--- config.mk ---
export PLATFORM = sky130hd
export DESIGN_NAME = qdc_top
export DESIGN_NICKNAME = d
export VERILOG_FILES = /design/src/qdc_pkg.sv /design/src/qdc_top.sv /design/src/qdc_buf2.sv /design/src/qdc_group.sv
export SDC_FILE = /design/constraint.sdc
export NUM_CORES = 1
export LEC_CHECK = 0
export BUFFER_PORTS_ARGS = -buffer_cell sky130_fd_sc_hd__buf_2
export CORE_UTILIZATION = 40
export CTS_CLUSTER_DIAMETER = 40
export DETAILED_ROUTE_END_ITERATION = 8
export PLACE_DENSITY = 0.58
export SETUP_SLACK_MARGIN = 0.05
export SYNTH_ARGS = -nofsm -noshare
export SYNTH_HDL_FRONTEND = slang
export SYNTH_HIERARCHICAL = 1
export SYNTH_SLANG_ARGS = --single-unit
--- constraint.sdc ---
create_clock -name ref_clk_i -period 2.96 [get_ports ref_clk_i]
set_clock_uncertainty 0.15 [all_clocks]
set_input_delay 0.148 -clock ref_clk_i [delete_from_list [all_inputs] [get_ports ref_clk_i]]
set_output_delay 0.148 -clock ref_clk_i [all_outputs]
set_load 0.01 [all_outputs]
--- src/qdc_pkg.sv ---
// Package: constants, types and the block's behaviour list for qdc control
// What this block does
// [RQ1] Status fetch request bit 9 honoured only in instant/manual mode, self-clearing.
// [RQ2] Request clears status valid; completed fetch updates status and sets valid.
// [RQ3] Fetch may wait until converter activity ends; request stays pending.
// [RQ4] Manual mode, shared bit 8 set: update with all shared-update groups.
// [RQ5] Manual mode, shared bit clear: group updates alone after data transfer.
// [RQ6] Auto status bit 7 enables periodic status reads via auto status timer.
// [RQ7] Playback modes with auto status: one read per sequence, ~10us after update.
// [RQ8] Sequencer interrupts pass only while bit 5 set.
// [RQ9] Alert interrupts pass only while bit 4 set.
// [RQ10] Load interrupts pass only while bit 3 set.
// [RQ11] Mode bits 1:0 reset to 00; instant mode updates after each transfer.
// [RQ12] Mode 01 manual: outputs update together on software load command.
// [RQ13] Mode 10 FIFO playback: sequencer timer drives transfer and update.
// [RQ14] Mode 11 timer playback: sequencer timer, data from internal RAM.
// [RQ15] Reserved bits 31:10, 6, 2 written zero; read back as zero here.
// [RQ16] Status register changes only after requested fetch or auto reads.
// [RQ17] Eight independent control register instances, one per group.
`default_nettype none
package qdc_pkg;
  localparam int NUM_GROUPS = 8;
  localparam logic [11:0] CTRL_BASE = 12'h020;
  localparam logic [11:0] STAT_BASE = 12'h040;
  localparam logic [11:0] ATMR_OFF = 12'h060;
  localparam logic [11:0] GRP_STRIDE = 12'h004;
  localparam int FETCH_REQ_BIT = 9;
  localparam int SHARED_BIT = 8;
  localparam int AUTO_BIT = 7;
  localparam int SEQ_IRQ_BIT = 5;
  localparam int ALERT_IRQ_BIT = 4;
  localparam int LOAD_IRQ_BIT = 3;
  localparam int VALID_BIT = 10;
  localparam logic [31:0] CTRL_RESET = 32'h0000_0000;
  localparam logic [15:0] ATMR_RESET = 16'h0fa0;
  localparam int CLK_MHZ = 40;
  localparam int SEQ_DELAY_US = 10;
  localparam int SEQ_DELAY_CYC = SEQ_DELAY_US * CLK_MHZ;
  localparam logic [8:0] SEQ_DELAY_CNT = 9'(SEQ_DELAY_CYC);

  typedef enum logic [1:0] {
    MODE_INSTANT = 2'h0,
    MODE_MANUAL = 2'h1,
    MODE_FIFO = 2'h2,
    MODE_TIMER = 2'h3
  } qdc_mode_e;

  typedef struct packed {
    logic shared_update_select;
    logic auto_status_poll;
    logic sequencer_irq_enable;
    logic alert_irq_enable;
    logic load_irq_enable;
    qdc_mode_e mode;
  } qdc_ctrl_s;

  typedef struct packed {
    logic seq;
    logic alert;
    logic load;
  } qdc_irq_s;

  typedef struct packed {
    logic [9:0] bits;
  } qdc_status_s;
endpackage
`default_nettype wire

--- src/qdc_top.sv ---
// Eight-group converter control block with APB register slave
//
// Local design decision: the APB interface to the registers.
`default_nettype none
module qdc_top (
  input wire logic ref_clk_i,
  input wire logic rst_n_i,
  input wire logic psel,
  input wire logic penable,
  input wire logic pwrite,
  input wire logic [11:0] paddr,
  input wire logic [31:0] pwdata,
  output logic [31:0] prdata,
  output logic pready,
  output logic pslverr,
  input wire logic [7:0] xfer_done_i,
  input wire logic [7:0] load_cmd_i,
  input wire logic [7:0] seq_update_i,
  input wire logic [7:0] busy_i,
  input wire logic [7:0] fetch_ack_i,
  input wire logic [79:0] fetch_data_i,
  input wire logic [23:0] irq_raw_i,
  input wire logic stat_ready_i,
  output logic [7:0] fetch_start_o,
  output logic [7:0] update_o,
  output logic [23:0] irq_o,
  output logic stat_valid_o,
  output logic [9:0] stat_data_o
);
  import qdc_pkg::*;
  qdc_ctrl_s ctrl_q [NUM_GROUPS];
  qdc_ctrl_s ctrl_d [NUM_GROUPS];
  logic [15:0] atmr_q, atmr_d, acnt_q, acnt_d;
  logic [31:0] rdata_q, rdata_d;
  logic err_q, err_d;
  logic acc, wr;
  logic [7:0] freq, grp_valid, gload_mask;
  logic [79:0] stat_flat;
  logic tick, gload;
  logic [7:0] fs_raw;
  logic bin_ready;

  assign acc = psel && penable;
  assign wr = acc && pwrite;
  assign pready = 1'b1;
  assign prdata = rdata_q;
  assign pslverr = err_q;
  assign tick = acnt_q == 16'h0000;

  // Global load fires when every shared group has its data in and its load command
  always_comb begin
    gload = 1'b0;
    for (int g = 0; g < NUM_GROUPS; g++) begin
      gload_mask[g] = ctrl_q[g].mode == MODE_MANUAL
        && ctrl_q[g].shared_update_select;
    end
    if (gload_mask != 8'h00) begin
      gload = ((xfer_done_i & load_cmd_i & gload_mask) == gload_mask); // RQ4
    end
  end

  // ===========================================================
  // Register writes
  always_comb begin
    ctrl_d = ctrl_q;
    atmr_d = atmr_q;
    acnt_d = tick ? atmr_q : acnt_q - 16'h0001;
    freq = 8'h00;
    for (int g = 0; g < NUM_GROUPS; g++) begin
      if (wr && paddr == CTRL_BASE + 12'(g) * GRP_STRIDE) begin
        ctrl_d[g].shared_update_select = pwdata[SHARED_BIT];
        ctrl_d[g].auto_status_poll = pwdata[AUTO_BIT];
        ctrl_d[g].sequencer_irq_enable = pwdata[SEQ_IRQ_BIT];
        ctrl_d[g].alert_irq_enable = pwdata[ALERT_IRQ_BIT];
        ctrl_d[g].load_irq_enable = pwdata[LOAD_IRQ_BIT];
        ctrl_d[g].mode = qdc_mode_e'(pwdata[1:0]); // RQ11
        // Playback codes have bit 1 set: request ignored there
        freq[g] = pwdata[FETCH_REQ_BIT] && !pwdata[1]; // RQ1
      end
    end
    if (wr && paddr == ATMR_OFF) begin
      atmr_d = pwdata[15:0];
    end
  end

  // ===========================================================
  // Register reads
  always_comb begin
    rdata_d = 32'h0000_0000;
    err_d = 1'b0;
    // Captured in setup so that it stands at the access edge
    if (psel && !penable && !pwrite) begin
      if (paddr == ATMR_OFF) begin
        rdata_d = {16'h0000, atmr_q};
      end else if (paddr >= CTRL_BASE && paddr < STAT_BASE
                   && paddr[1:0] == 2'h0) begin
        rdata_d = {22'h000000, 1'b0, ctrl_q[paddr[4:2]].shared_update_select,
                   ctrl_q[paddr[4:2]].auto_status_poll, 1'b0,
                   ctrl_q[paddr[4:2]].sequencer_irq_enable,
                   ctrl_q[paddr[4:2]].alert_irq_enable,
                   ctrl_q[paddr[4:2]].load_irq_enable, 1'b0,
                   ctrl_q[paddr[4:2]].mode}; // RQ15
      end else if (paddr >= STAT_BASE && paddr < ATMR_OFF
                   && paddr[1:0] == 2'h0) begin
        rdata_d = {21'h000000, grp_valid[paddr[4:2]],
                   stat_flat[10 * paddr[4:2] +: 10]};
      end else begin
        err_d = 1'b1;
      end
    end else if (psel && !penable && pwrite) begin
      err_d = !((paddr >= CTRL_BASE && paddr < STAT_BASE
                 && paddr[1:0] == 2'h0) || paddr == ATMR_OFF);
    end
  end

  always_ff @(posedge ref_clk_i) begin
    if (!rst_n_i) begin
      for (int g = 0; g < NUM_GROUPS; g++) begin
        ctrl_q[g] <= qdc_ctrl_s'(7'h00);
      end
      atmr_q <= ATMR_RESET;
      acnt_q <= ATMR_RESET;
      rdata_q <= CTRL_RESET;
      err_q <= 1'b0;
    end else begin
      ctrl_q <= ctrl_d;
      atmr_q <= atmr_d;
      acnt_q <= acnt_d;
      rdata_q <= rdata_d;
      err_q <= err_d;
    end
  end

  // ===========================================================
  // Groups
  for (genvar g = 0; g < NUM_GROUPS; g++) begin : g_grp // RQ17
    qdc_group u_grp (
      .ref_clk_i(ref_clk_i),
      .rst_n_i(rst_n_i),
      .ctrl_i(ctrl_q[g]),
      .fetch_req_i(freq[g]),
      .auto_tick_i(tick),
      .seq_update_i(seq_update_i[g]),
      .xfer_done_i(xfer_done_i[g]),
      .load_cmd_i(load_cmd_i[g]),
      .global_load_i(gload),
      .busy_i(busy_i[g]),
      .fetch_ack_i(fetch_ack_i[g]),
      .fetch_data_i(fetch_data_i[10 * g +: 10]),
      .irq_raw_i(irq_raw_i[3 * g +: 3]),
      .fetch_start_o(fs_raw[g]),
      .update_o(update_o[g]),
      .status_valid_o(grp_valid[g]),
      .status_o(stat_flat[10 * g +: 10]),
      .irq_o(irq_o[3 * g +: 3])
    );
  end

  assign fetch_start_o = fs_raw;

  // Stream of fetched status words, lowest acknowledging group
  logic [9:0] bin_data;
  logic bin_valid;
  always_comb begin
    bin_valid = 1'b0;
    bin_data = 10'h000;
    for (int g = NUM_GROUPS - 1; g >= 0; g--) begin
      if (fetch_ack_i[g]) begin
        bin_valid = 1'b1;
        bin_data = fetch_data_i[10 * g +: 10];
      end
    end
  end

  qdc_buf2 u_buf (
    .ref_clk_i(ref_clk_i),
    .rst_n_i(rst_n_i),
    .in_valid_i(bin_valid),
    .in_ready_o(bin_ready),
    .in_data_i(bin_data),
    .out_valid_o(stat_valid_o),
    .out_ready_i(stat_ready_i),
    .out_data_o(stat_data_o)
  );
endmodule
`default_nettype wire

--- src/qdc_buf2.sv ---
// Two-entry valid/ready buffer for fetched status words
`default_nettype none
module qdc_buf2 (
  input wire logic ref_clk_i,
  input wire logic rst_n_i,
  input wire logic in_valid_i,
  output logic in_ready_o,
  input wire logic [9:0] in_data_i,
  output logic out_valid_o,
  input wire logic out_ready_i,
  output logic [9:0] out_data_o
);
  logic [9:0] mem_q [2];
  logic [9:0] mem_d [2];
  logic rd_q, rd_d, wr_q, wr_d;
  logic [1:0] cnt_q, cnt_d;
  logic push, pop;

  assign in_ready_o = cnt_q != 2'h2;
  assign out_valid_o = cnt_q != 2'h0;
  assign out_data_o = mem_q[rd_q];
  assign push = in_valid_i && in_ready_o;
  assign pop = out_valid_o && out_ready_i;

  always_comb begin
    mem_d = mem_q;
    if (push) begin
      mem_d[wr_q] = in_data_i;
    end
    wr_d = push ? ~wr_q : wr_q;
    rd_d = pop ? ~rd_q : rd_q;
    cnt_d = cnt_q + 2'(push) - 2'(pop);
  end

  always_ff @(posedge ref_clk_i) begin
    if (!rst_n_i) begin
      mem_q[0] <= 10'h000;
      mem_q[1] <= 10'h000;
      rd_q <= 1'b0;
      wr_q <= 1'b0;
      cnt_q <= 2'h0;
    end else begin
      mem_q <= mem_d;
      rd_q <= rd_d;
      wr_q <= wr_d;
      cnt_q <= cnt_d;
    end
  end
endmodule
`default_nettype wire

--- src/qdc_group.sv ---
// One converter group: status fetch scheduling and update/interrupt gating
`default_nettype none
module qdc_group (
  input wire logic ref_clk_i,
  input wire logic rst_n_i,
  input wire qdc_pkg::qdc_ctrl_s ctrl_i,
  input wire logic fetch_req_i,
  input wire logic auto_tick_i,
  input wire logic seq_update_i,
  input wire logic xfer_done_i,
  input wire logic load_cmd_i,
  input wire logic global_load_i,
  input wire logic busy_i,
  input wire logic fetch_ack_i,
  input wire logic [9:0] fetch_data_i,
  input wire qdc_pkg::qdc_irq_s irq_raw_i,
  output logic fetch_start_o,
  output logic update_o,
  output logic status_valid_o,
  output qdc_pkg::qdc_status_s status_o,
  output qdc_pkg::qdc_irq_s irq_o
);
  import qdc_pkg::*;
  typedef enum logic [1:0] {S_IDLE, S_WAIT, S_FETCH} qdc_fetch_e;
  qdc_fetch_e st_q, st_d;
  logic valid_q, valid_d;
  logic [9:0] stat_q, stat_d;
  logic [8:0] dly_q, dly_d;
  logic dly_run_q, dly_run_d;
  logic pend_q, pend_d;
  logic upd_d, upd_q;
  logic man, play;

  assign man = ctrl_i.mode == MODE_MANUAL;
  assign play = ctrl_i.mode == MODE_FIFO || ctrl_i.mode == MODE_TIMER;

  always_comb begin
    upd_d = 1'b0;
    if (ctrl_i.mode == MODE_INSTANT) begin
      upd_d = xfer_done_i; // RQ11
    end else if (man && ctrl_i.shared_update_select) begin
      upd_d = global_load_i; // RQ4
    end else if (man) begin
      upd_d = load_cmd_i && xfer_done_i; // RQ5 RQ12
    end else begin
      upd_d = seq_update_i; // RQ13 RQ14
    end
  end

  always_comb begin
    st_d = st_q;
    valid_d = valid_q;
    stat_d = stat_q;
    pend_d = pend_q;
    dly_d = dly_q;
    dly_run_d = dly_run_q;
    fetch_start_o = 1'b0;
    if (play && ctrl_i.auto_status_poll && upd_q) begin
      dly_run_d = 1'b1; // RQ7
      dly_d = SEQ_DELAY_CNT;
    end else if (dly_run_q) begin
      dly_d = dly_q - 9'h001;
      if (dly_q == 9'h001) begin
        dly_run_d = 1'b0;
        pend_d = 1'b1; // RQ7
      end
    end
    if (!play && ctrl_i.auto_status_poll && auto_tick_i) begin
      pend_d = 1'b1; // RQ6
    end
    if (fetch_req_i) begin
      pend_d = 1'b1; // RQ1
      valid_d = 1'b0; // RQ2
    end
    case (st_q)
      S_IDLE: begin
        if (pend_q) begin
          st_d = S_WAIT;
        end
      end
      S_WAIT: begin
        if (!busy_i) begin
          st_d = S_FETCH; // RQ3
          fetch_start_o = 1'b1;
          if (!fetch_req_i) begin
            pend_d = 1'b0;
          end
        end
      end
      default: begin
        if (fetch_ack_i) begin
          st_d = S_IDLE;
          stat_d = fetch_data_i; // RQ16
          if (!fetch_req_i) begin
            valid_d = 1'b1; // RQ2
          end
        end
      end
    endcase
  end

  always_ff @(posedge ref_clk_i) begin
    if (!rst_n_i) begin
      st_q <= S_IDLE;
      valid_q <= 1'b0;
      stat_q <= 10'h000;
      pend_q <= 1'b0;
      dly_q <= 9'h000;
      dly_run_q <= 1'b0;
      upd_q <= 1'b0;
    end else begin
      st_q <= st_d;
      valid_q <= valid_d;
      stat_q <= stat_d;
      pend_q <= pend_d;
      dly_q <= dly_d;
      dly_run_q <= dly_run_d;
      upd_q <= upd_d;
    end
  end

  assign update_o = upd_q;
  assign status_valid_o = valid_q;
  assign status_o.bits = stat_q;
  assign irq_o.seq = irq_raw_i.seq && ctrl_i.sequencer_irq_enable; // RQ8
  assign irq_o.alert = irq_raw_i.alert && ctrl_i.alert_irq_enable; // RQ9
  assign irq_o.load = irq_raw_i.load && ctrl_i.load_irq_enable; // RQ10
endmodule
`default_nettype wire

# After elaboration in Yosys (flattened, before gate mapping)

Index checks and enable logic that the tools add are counted.

Bits in registers: 345
Input bits: 194
Output and inout port bits: 85
Word-level logic and storage cells: 666

Add/sub/neg operators: 11
Multipliers: 1
Magnitude comparators: 9
Equal/unequal tests: 67
Shifts and indexed selects: 1
Muxes and demuxes: 253
Bitwise operators: 17
Reductions and logical operators: 185

Operators with widths:

| kind                                                                    | number |
|---|---|
| 1-bit 2-to-1 mux                                                        | 183 |
| 9-bit 2-to-1 mux                                                        | 16 |
| 10-bit 2-to-1 mux                                                       | 12 |
| 12-bit by 6-bit equality test with 1-bit output (second input constant) | 8 |
| 1-bit logical AND                                                       | 94 |
| 80-bit by 8-bit indexed part select with 10-bit output                  | 1 |
| 9-bit by 1-bit equality test with 1-bit output (second input constant)  | 8 |
| 9-bit by 1-bit subtractor with 9-bit output (second input constant)     | 8 |
| 2-bit 2-to-1 mux                                                        | 24 |
| 2-bit zero test                                                         | 17 |
| 2-bit by 1-bit equality test with 1-bit output (second input constant)  | 16 |
| 2-bit equality test (second input constant)                             | 16 |
| 16-bit 2-to-1 mux                                                       | 2 |
| 2-bit one-hot mux with 2 select lines                                   | 8 |
| 2-bit OR reduction                                                      | 16 |
| 12-bit by 7-bit < comparator with 1-bit output (second input constant)  | 2 |
| 3-bit AND reduction                                                     | 8 |
| 3-bit nonzero test                                                      | 8 |
| 11-bit 2-to-1 mux                                                       | 2 |
| 7-bit binary-select mux with 3-bit select                               | 1 |
| 20-bit bitwise mux                                                      | 1 |
| 2-bit inequality test (second input constant)                           | 9 |
| 2-bit AND reduction                                                     | 9 |
| 2-bit nonzero test                                                      | 9 |
| other kinds (25)                                                        | 66 |

# Depth between registers and ports, before layout

Gate-level depths: netlist of the first run.

Depth in word-level cells: 11
Mapped depth: 11
Depth with buffers taken out: 8

# Hierarchy

The synthesis of the first run kept the hierarchy.

Modules (own cells, without submodules):

| module    | times used | cells each | area each (µm²) | seq. area each (µm²) |
|---|---|---|---|---|
| qdc_group | 8          | 124        | 1046.0          | 500.5 |
| qdc_top   | 1          | 686        | 6162.2          | 2102.0 |
| qdc_buf2  | 1          | 135        | 1246.2          | 480.5 |

# Least setup slack after synthesis of the first run

Ideal clock, no wire load.

Kind: register -> register
Start: register acnt_q[7]
End: register g_grp[3].u_grp.pend_q
Setup time: 0.060 ns
Data arrival time: 2.051 ns
Required time: 2.750 ns
Slack: 0.699 ns
Stages on the path, launching flop included: 9
Path buffers: 2
Clock period less this slack: 2.261 ns
Cell sequence: dfxtp_1 buf_6 or4_4 or4_1 buf_2 inv_2 nand2_1 nor2_1 o41a_1

Word-level cells in the longest chain between the ends: 7

Ends and longest elaborated chain:

| what                   | RTL line         | text |
|---|---|---|
| from (decl)            | qdc_top.sv:33    | `logic [15:0] atmr_q, atmr_d, acnt_q, acnt_d;` |
| from (signal assigned) | qdc_top.sv:128   | `acnt_q <= acnt_d;` |
| 16-bit zero test *     | qdc_top.sv:48    | `assign tick = acnt_q == 16'h0000;` |
| net tick               | qdc_top.sv:39    | `logic tick, gload;` |
| 1-bit logical AND *    | qdc_group.sv:68  | `if (!play && ctrl_i.auto_status_poll && auto_tick_i) begin` |
| 1-bit 2-to-1 mux *     | qdc_group.sv:68  |  |
| 1-bit 2-to-1 mux *     | qdc_group.sv:71  | `if (fetch_req_i) begin` |
| 1-bit 2-to-1 mux       | qdc_group.sv:85  | `if (!fetch_req_i) begin` |
| 1-bit 2-to-1 mux       | qdc_group.sv:82  | `if (!busy_i) begin` |
| 1-bit 2-to-1 mux *     | qdc_group.sv:75  | `case (st_q)` |
| to (signal assigned)   | qdc_group.sv:115 | `pend_q <= pend_d;` |
| to (decl)              | qdc_group.sv:30  | `logic pend_q, pend_d;` |

The timed path passes the listed nets; every way through them passes the cells marked *.
A chain may end at the register's enable or synchronous reset.

# Final worst setup path of the first run

Start: input port fetch_ack_i[7]
End: register u_buf/mem_q[19] (netlist bit)

Word-level cells in the longest chain between the ends: 9
Elaborated cells between the ends (all ways): 18
Those cells by class: mux (17); reduce/logical (1)

Ends and longest elaborated chain:

| what                          | RTL line       | text |
|---|---|---|
| from (decl)                   | qdc_top.sv:20  | `input wire logic [7:0] fetch_ack_i,` |
| 1-bit 2-to-1 mux (8 in a row) | qdc_top.sv:168 | `if (fetch_ack_i[g]) begin` |
| net bin_valid                 | qdc_top.sv:163 | `logic bin_valid;` |
| 1-bit logical AND             | qdc_buf2.sv:22 | `assign push = in_valid_i && in_ready_o;` |
| to (signal assigned)          | qdc_buf2.sv:43 | `mem_q <= mem_d;` |
| to (decl)                     | qdc_buf2.sv:13 | `logic [9:0] mem_q [2];` |

The timed path passes the listed nets, and every way through them passes these cells.

==> metrics, run 1 <==
layout cells sized above 1 approximately a fifth; wire length on met1 about 23000 um; starting density of the core about two fifths; Pwr Density a little over 600 nW/um2; Crit-path slowest cell nor4_1; #FFs+latches synth 329; EDFF count, synth 0; unrepaired setup endpoints after global routing false; drt wl/cell around 19 um; vias in the first global route about 15000; top cell type's share of synthesized area 41.7%; Final ANT Viol Nets 0; Placer Congestion ~0.89; Syn. warnings 6; fillcell total around 3600; Die ar. a little over 40000 um2; drt pass-1 iters 5; clock sink total roughly 330; initial antenna violation count 6; Lkg Pwr between 8 and 9 nW; Layout area overhead 32.3%; drt via density ~5.5; # rows 72; latest clock arrival within the worst-skew pair slightly below 600 ps; crit end category register; Critical Path RT around 3300 ps; Peak VDD IR around 0.47 mV; most frequent cells after synthesis 329 x dfxtp_1, 292 x nand2_1, 168 x a21oi_1; die height 201 um; Tot Pwr roughly 13 mW; count leader, synth dfxtp_1; Post-Syn Instances ~1800; Final Non-Filler Cells 2772; DR DRC count 0; Seq/Total Area, Yosys a little over two fifths; # setup viols final 0; Post-Syn Area between 15000 and 20000 um2; Async SR Flop Fraction 0%; synth unique cells 68; Tot GR Track Use 25.8%; first-pass GRT wire length slightly above 80000 um; post-CTS setup buffers 0; largest net degree at the start of global routing 42; DR WL met2 roughly 24000 um; worst-margin pin slew 835 ps; minimum clock period 2800 ps; Total Neg Setup Slack 0 ps; Final Max Slew Viols 0; CTS Root Cell clkbuf_16; Tcrit/Tclk final a little over nine tenths; GRT Residual Overflow 0; met3 WL 3590 um; placed cell count around 2500; Max Fanout on Critical Path 26; worst stage delay on the critical path approximately 750 ps; cells along the critical path dlygate4sd3_1 -> buf_2 -> nor4_1 -> nand3_1 -> buf_4 -> inv_1 -> o31ai_1 -> a21oi_1; Startpoint Class input port; core area between 30000 and 40000 um2; via count ~15000; type of the most critical hold path in -> reg; status complete, no violations; post-DP HPWL ~38000 um; Synth area leader dfxtp_1; CTS tree built; routed wire length roughly 53000 um; Max Freq ~360 MHz; DRT iter0 DRCs approximately 1100; Most used DFF post-synth dfxtp_1; H-tree Lvls 2; Port Buffers 245; total CTS buffers 55; CP arrival approximately 3200 ps; top cells by area, synth dfxtp_1 42%, nand2_1 6.9%, a21oi_1 5.3%; nets 2419; Syn Area/Cell around 8.7 um2; Final Hold Vio Count 0; clk buf depth 3; worst setup path class in -> reg; Clk pin slew, worst setup/hold paths 50 ps; Die X 201 um; Top Ports 279; relative slew slack 43.8%; Top Metal Used met5; max cap viols 0
-- registers in the layout, summed over array words and instances (netlist names), 16 cells and up --
name / count
acnt_q: 16
ctrl_q: 56
g_grp.u_grp/st_q: 16
u_buf/mem_q: 20
g_grp.u_grp/dly_q: 72
atmr_q: 16
prdata: 16
g_grp.u_grp/status_o: 80
-- per-layer routing --
layer	up-vias	GRT usage, %
li1	7299	-
met1	7180	34.0
met2	528	41.4
met3	100	4.64
met4	6	10.7
met5	-	0
-- timing repair --
action / in CTS / in global routing
hold endpoints to repair: 221 / 0
setup endpoints to repair: 0 / 7
resized for setup: 0 / 4
hold buffers: 144 / 0
-- path summary, 6_finish.rpt --
kind,start,endpoint,slack (ps),cells past startpoint
worst max-delay path,fetch_ack_i[7],u_buf/mem_q[19],160,8
worst min-delay path,fetch_ack_i[2],g_grp[2].u_grp/st_q[0],50,4
worst max register to register,ctrl_q[36],g_grp[4].u_grp/update_o,200,8
worst min register to register,g_grp[5].u_grp/status_o[5],g_grp[5].u_grp/status_o[5],300,2
-- critical path, delay by kind of cell --
family,cells,cell delay (ps)
AO/OA/AOI/OAI,2,330
AND/OR/NAND/NOR,2,1070
buffers and inverters,4,1580
-- logic make-up after synthesis --
kind of cell    after synthesis  share of synthesized area [%]
flops                       329                           41.7
xor+xnor                     43                           2.39
buf+inv                     176                           5.39
simple gates                707                           22.9
mux                         103                           8.71
compound gates              434                           17.3
fa+ha+maj                    19                           1.51
other cells                   2                         0.0476
-- metrics by stage --
stage,util [%],hold slack [ps],cell area [um2],setup WS (ps)
after floorplan,-,120,15800,699
after global placement,45.0,239,17400,233
after detailed placement,45.0,227,17400,155
after CTS,53.8,0.961,20900,157
after global routing,53.9,54.5,20900,62.9
final,53.9,47.6,20900,157
-- layout make-up --
| cell class | count | area (um2) | area share [%] |
|---|---|---|---|
| multi-input combinational | 1323 | 8410 | 40.3 |
| sequential | 329 | 6590 | 31.6 |
| timing repair buffer | 429 | 2970 | 14.2 |
| clock buffer | 69 | 1550 | 7.43 |
| tap | 518 | 648 | 3.11 |
| clock inverter | 33 | 438 | 2.10 |
| inverter | 68 | 255 | 1.22 |
| antenna | 3 | 7.51 | 0.0360 |
-- power by group --
group          total [mW]  internal (mW)  switching [mW]
Clock                6.79           4.38            2.41
Sequential           4.64           4.54           0.101
Combinational        1.23          0.550           0.678
-- cell usage in the layout, fill, tap and decap left out, drive strengths merged, types with 16 or more instances in the layout --
| master | instances |
|---|---|
| nand2 | 292 |
| nor3 | 16 |
| a31o | 16 |
| a211oi | 20 |
| a221oi | 24 |
| or3 | 20 |
| and2 | 39 |
| a31oi | 25 |
| conb | 17 |
| mux4 | 26 |
| dlygate4sd3 | 144 |
| clkinv | 17 |
| clkbuf | 69 |
| nor2b | 53 |
| o31ai | 52 |
| a21oi | 168 |
| or4b | 16 |
| inv | 72 |
| xor2 | 29 |
| nor2 | 116 |
| or4 | 40 |
| buf | 285 |
| mux2i | 63 |
| ha | 19 |
| dfxtp | 329 |
| nand4 | 22 |
| o21ai | 72 |
| nand3 | 29 |
Note: power is estimated with default switching activity, not from simulation.
==> run 2: changes to the inputs <==
- BUFFER_PORTS_ARGS: -buffer_cell sky130_fd_sc_hd__buf_2 -> unset
- DONT_BUFFER_PORTS: unset -> 1
- PLACE_DENSITY: 0.58 -> 0.52
- SKIP_LAST_GASP: unset -> 1
==> run 2 against run 1 <==
The flow now finishes with violations (setup timing). Sequential share of layout area decreased by 0.96 points. Critical path depth fell by 3. Setup slack worse by 180 ps. Maximum frequency down 6.0%.
==> metrics, run 2 (synthesis results as in run 1) <==
Core Util, Final 55.5% (+1.7 points); CP arrival 3360 ps (+200 ps); Sw Pwr 3.18 mW (-0.34%); minimum clock period 2980 ps (+177 ps); CTS tree built; drt wl/cell 21.1 um (+11%); internal power 9.40 mW (-0.76%); final worst slack -20.2 ps (-177 ps); max cap viols 0 (unchanged); Port Buffers 0 (-100%); unrepaired setup endpoints after global routing true; Critical Path RT 3340 ps (+30 ps); total CTS buffers 57 (+3.6%); switch share 25.3% (+0.079 points); DRT iter0 DRCs 1018 (-6.6%); GRT Residual Overflow 0 (unchanged); Startpoint Class input port; Layout area overhead 36.4%; commonest non-fill, non-tap cell in the layout dlygate4sd3_1; most frequent cells in the layout 334 x dlygate4sd3_1, 328 x dfxtp_1, 292 x nand2_1; clock sink total 329 (unchanged); Max Freq 336 MHz (-6.0%); Final Max Slew Viols 0 (unchanged); Largest register FFs 80 (unchanged); die height 201 um (unchanged); DR DRC count 0 (unchanged); type of the most critical hold path in -> reg; Tot GR Track Use 28.1% (+2.4 points); clk buf depth 3 (unchanged); # setup viols final 5 (+5); via count 15100 (+0.060%); Tcrit/Tclk final 101% (+6.0 points); first-pass GRT wire length 88300 um (+7.7%); Seq pwr share 36.9% (+0.2 points); starting density of the core 40.7% (unchanged); Peak VDD IR 0.480 mV (+3.1%); initial antenna violation count 4 (-2); Clk pin slew, worst setup/hold paths 50 ps (about the same); failing checks setup timing; Placer Congestion 0.831 (-6.7%); fillcell total 3526 (-1.6%); Pwr Density 585 nW/um2 (-3.6%); worst-margin pin slew 1110 ps (+273 ps); CTS Root Cell clkbuf_16; Lkg Pwr 7.71 nW (-3.8%); Die X 201 um (unchanged); Register Area 6590 um2 (about the same); largest net degree at the start of global routing 118 (+180%); crit end category register; drt pass-1 iters 5 (unchanged); Final ANT Viol Nets 0 (unchanged); nets 2353 (-2.7%); Clk network pwr share 54.7% (+1.1 points); Max Fanout on Critical Path 117 (+350%); core area 38700 um2 (unchanged); status finished, violations left; post-DP HPWL 36300 um (-3.4%); Top Ports 279 (unchanged); routed wire length 57100 um (+8.4%); post-CTS setup buffers 0 (unchanged); H-tree Lvls 2 (unchanged); layout cells sized above 1 9.37% (-11 points); relative slew slack 25.9% (-18 points); worst setup path class in -> reg; vias in the first global route 15000 (+2.8%); hold slack 15.8 ps (-31.8 ps); drt via density 5.58 (+2.3%); latest clock arrival within the worst-skew pair 600 ps (about the same); Final Hold Vio Count 0 (unchanged); area of the multi-input gates 8410 um2 (about the same); # rows 72 (unchanged); combinational power share 8.4% (-1.3 points); Die ar. 40200 um2 (unchanged)
-- run 2: changes by cell type in the layout (fill, tap and decap cells not counted), sizes merged --
cell	before	now
buf	285	27
bufinv	7	8
clkbuf	69	68
clkinv	17	20
clkinvlp	5	7
diode	3	4
dlygate4sd3	144	334
-- run 2: what timing repair did --
item	4_1_cts	5_1_grt
gates resized for setup	0	5
hold buffers	336	1
hold endpoints to repair	328	1
setup endpoints to repair	0	52
-- run 2: final cells by class --
class	instances	area share [%]
multi-input combinational	1323	39.1
sequential	329	30.6
timing repair buffer	361	16.7
clock buffer	68	7.05
tap	518	3.01
clock inverter	39	2.26
inverter	68	1.24
antenna	4	0.0465
-- run 2: worst max-delay path, stage by stage --
cell,delay [ps]
dlygate4sd3_1,860
buf_16,370
clkinv_1,820
a21oi_1,340
dlygate4sd3_1,590
-- run 2: path summary, 6_finish.rpt --
kind / depth (start not counted) / to / from / slack, ps
worst max-delay path: 5 / g_grp[3].u_grp/status_o[3] / rst_n_i / -20
worst min-delay path: 3 / prdata[5] / paddr[4] / 20
worst max register to register: 8 / g_grp[0].u_grp/update_o / ctrl_q[36] / 140
worst min register to register: 2 / g_grp[4].u_grp/st_q[0] / g_grp[4].u_grp/pend_q / 310
-- run 2: metrics by stage --
stage / cell area [um2] / setup TNS, ps / setup slack (ps) / cells / power, mW
floorplan: 15800 / 0 / 699 / 1828 / 5.44
global placement: 16100 / 0 / 549 / 2262 / 5.48
detailed placement: 16100 / 0 / 550 / 2262 / 5.49
CTS: 21500 / 0 / 72.4 / 2705 / 12.7
global route: 21500 / -818 / -92.8 / 2708 / 13.0
finish: 21500 / -58.1 / -20.2 / 2710 / 12.6
-- run 2: power by group through the flow --
stage / sequential, mW / combinational, mW / clock (mW)
2_1_floorplan: 4.70 / 0.744 / 0
3_5_place_dp: 4.74 / 0.750 / 0
6_report: 4.65 / 1.05 / 6.88
4_1_cts: 4.65 / 1.04 / 6.99
3_3_place_gp: 4.74 / 0.742 / 0
5_1_grt: 4.66 / 1.14 / 7.23
-- run 2: layer usage --
layer  share of wire [%]  track usage [%]  vias up  wire, um
met5               0.023                0        -        13
met4                 4.8             13.2        2      2720
met3                 7.3             7.05      144      4160
met2                  45             44.5      503     25900
met1                  43             35.9     7290     24300
li1                    -                -     7183         -
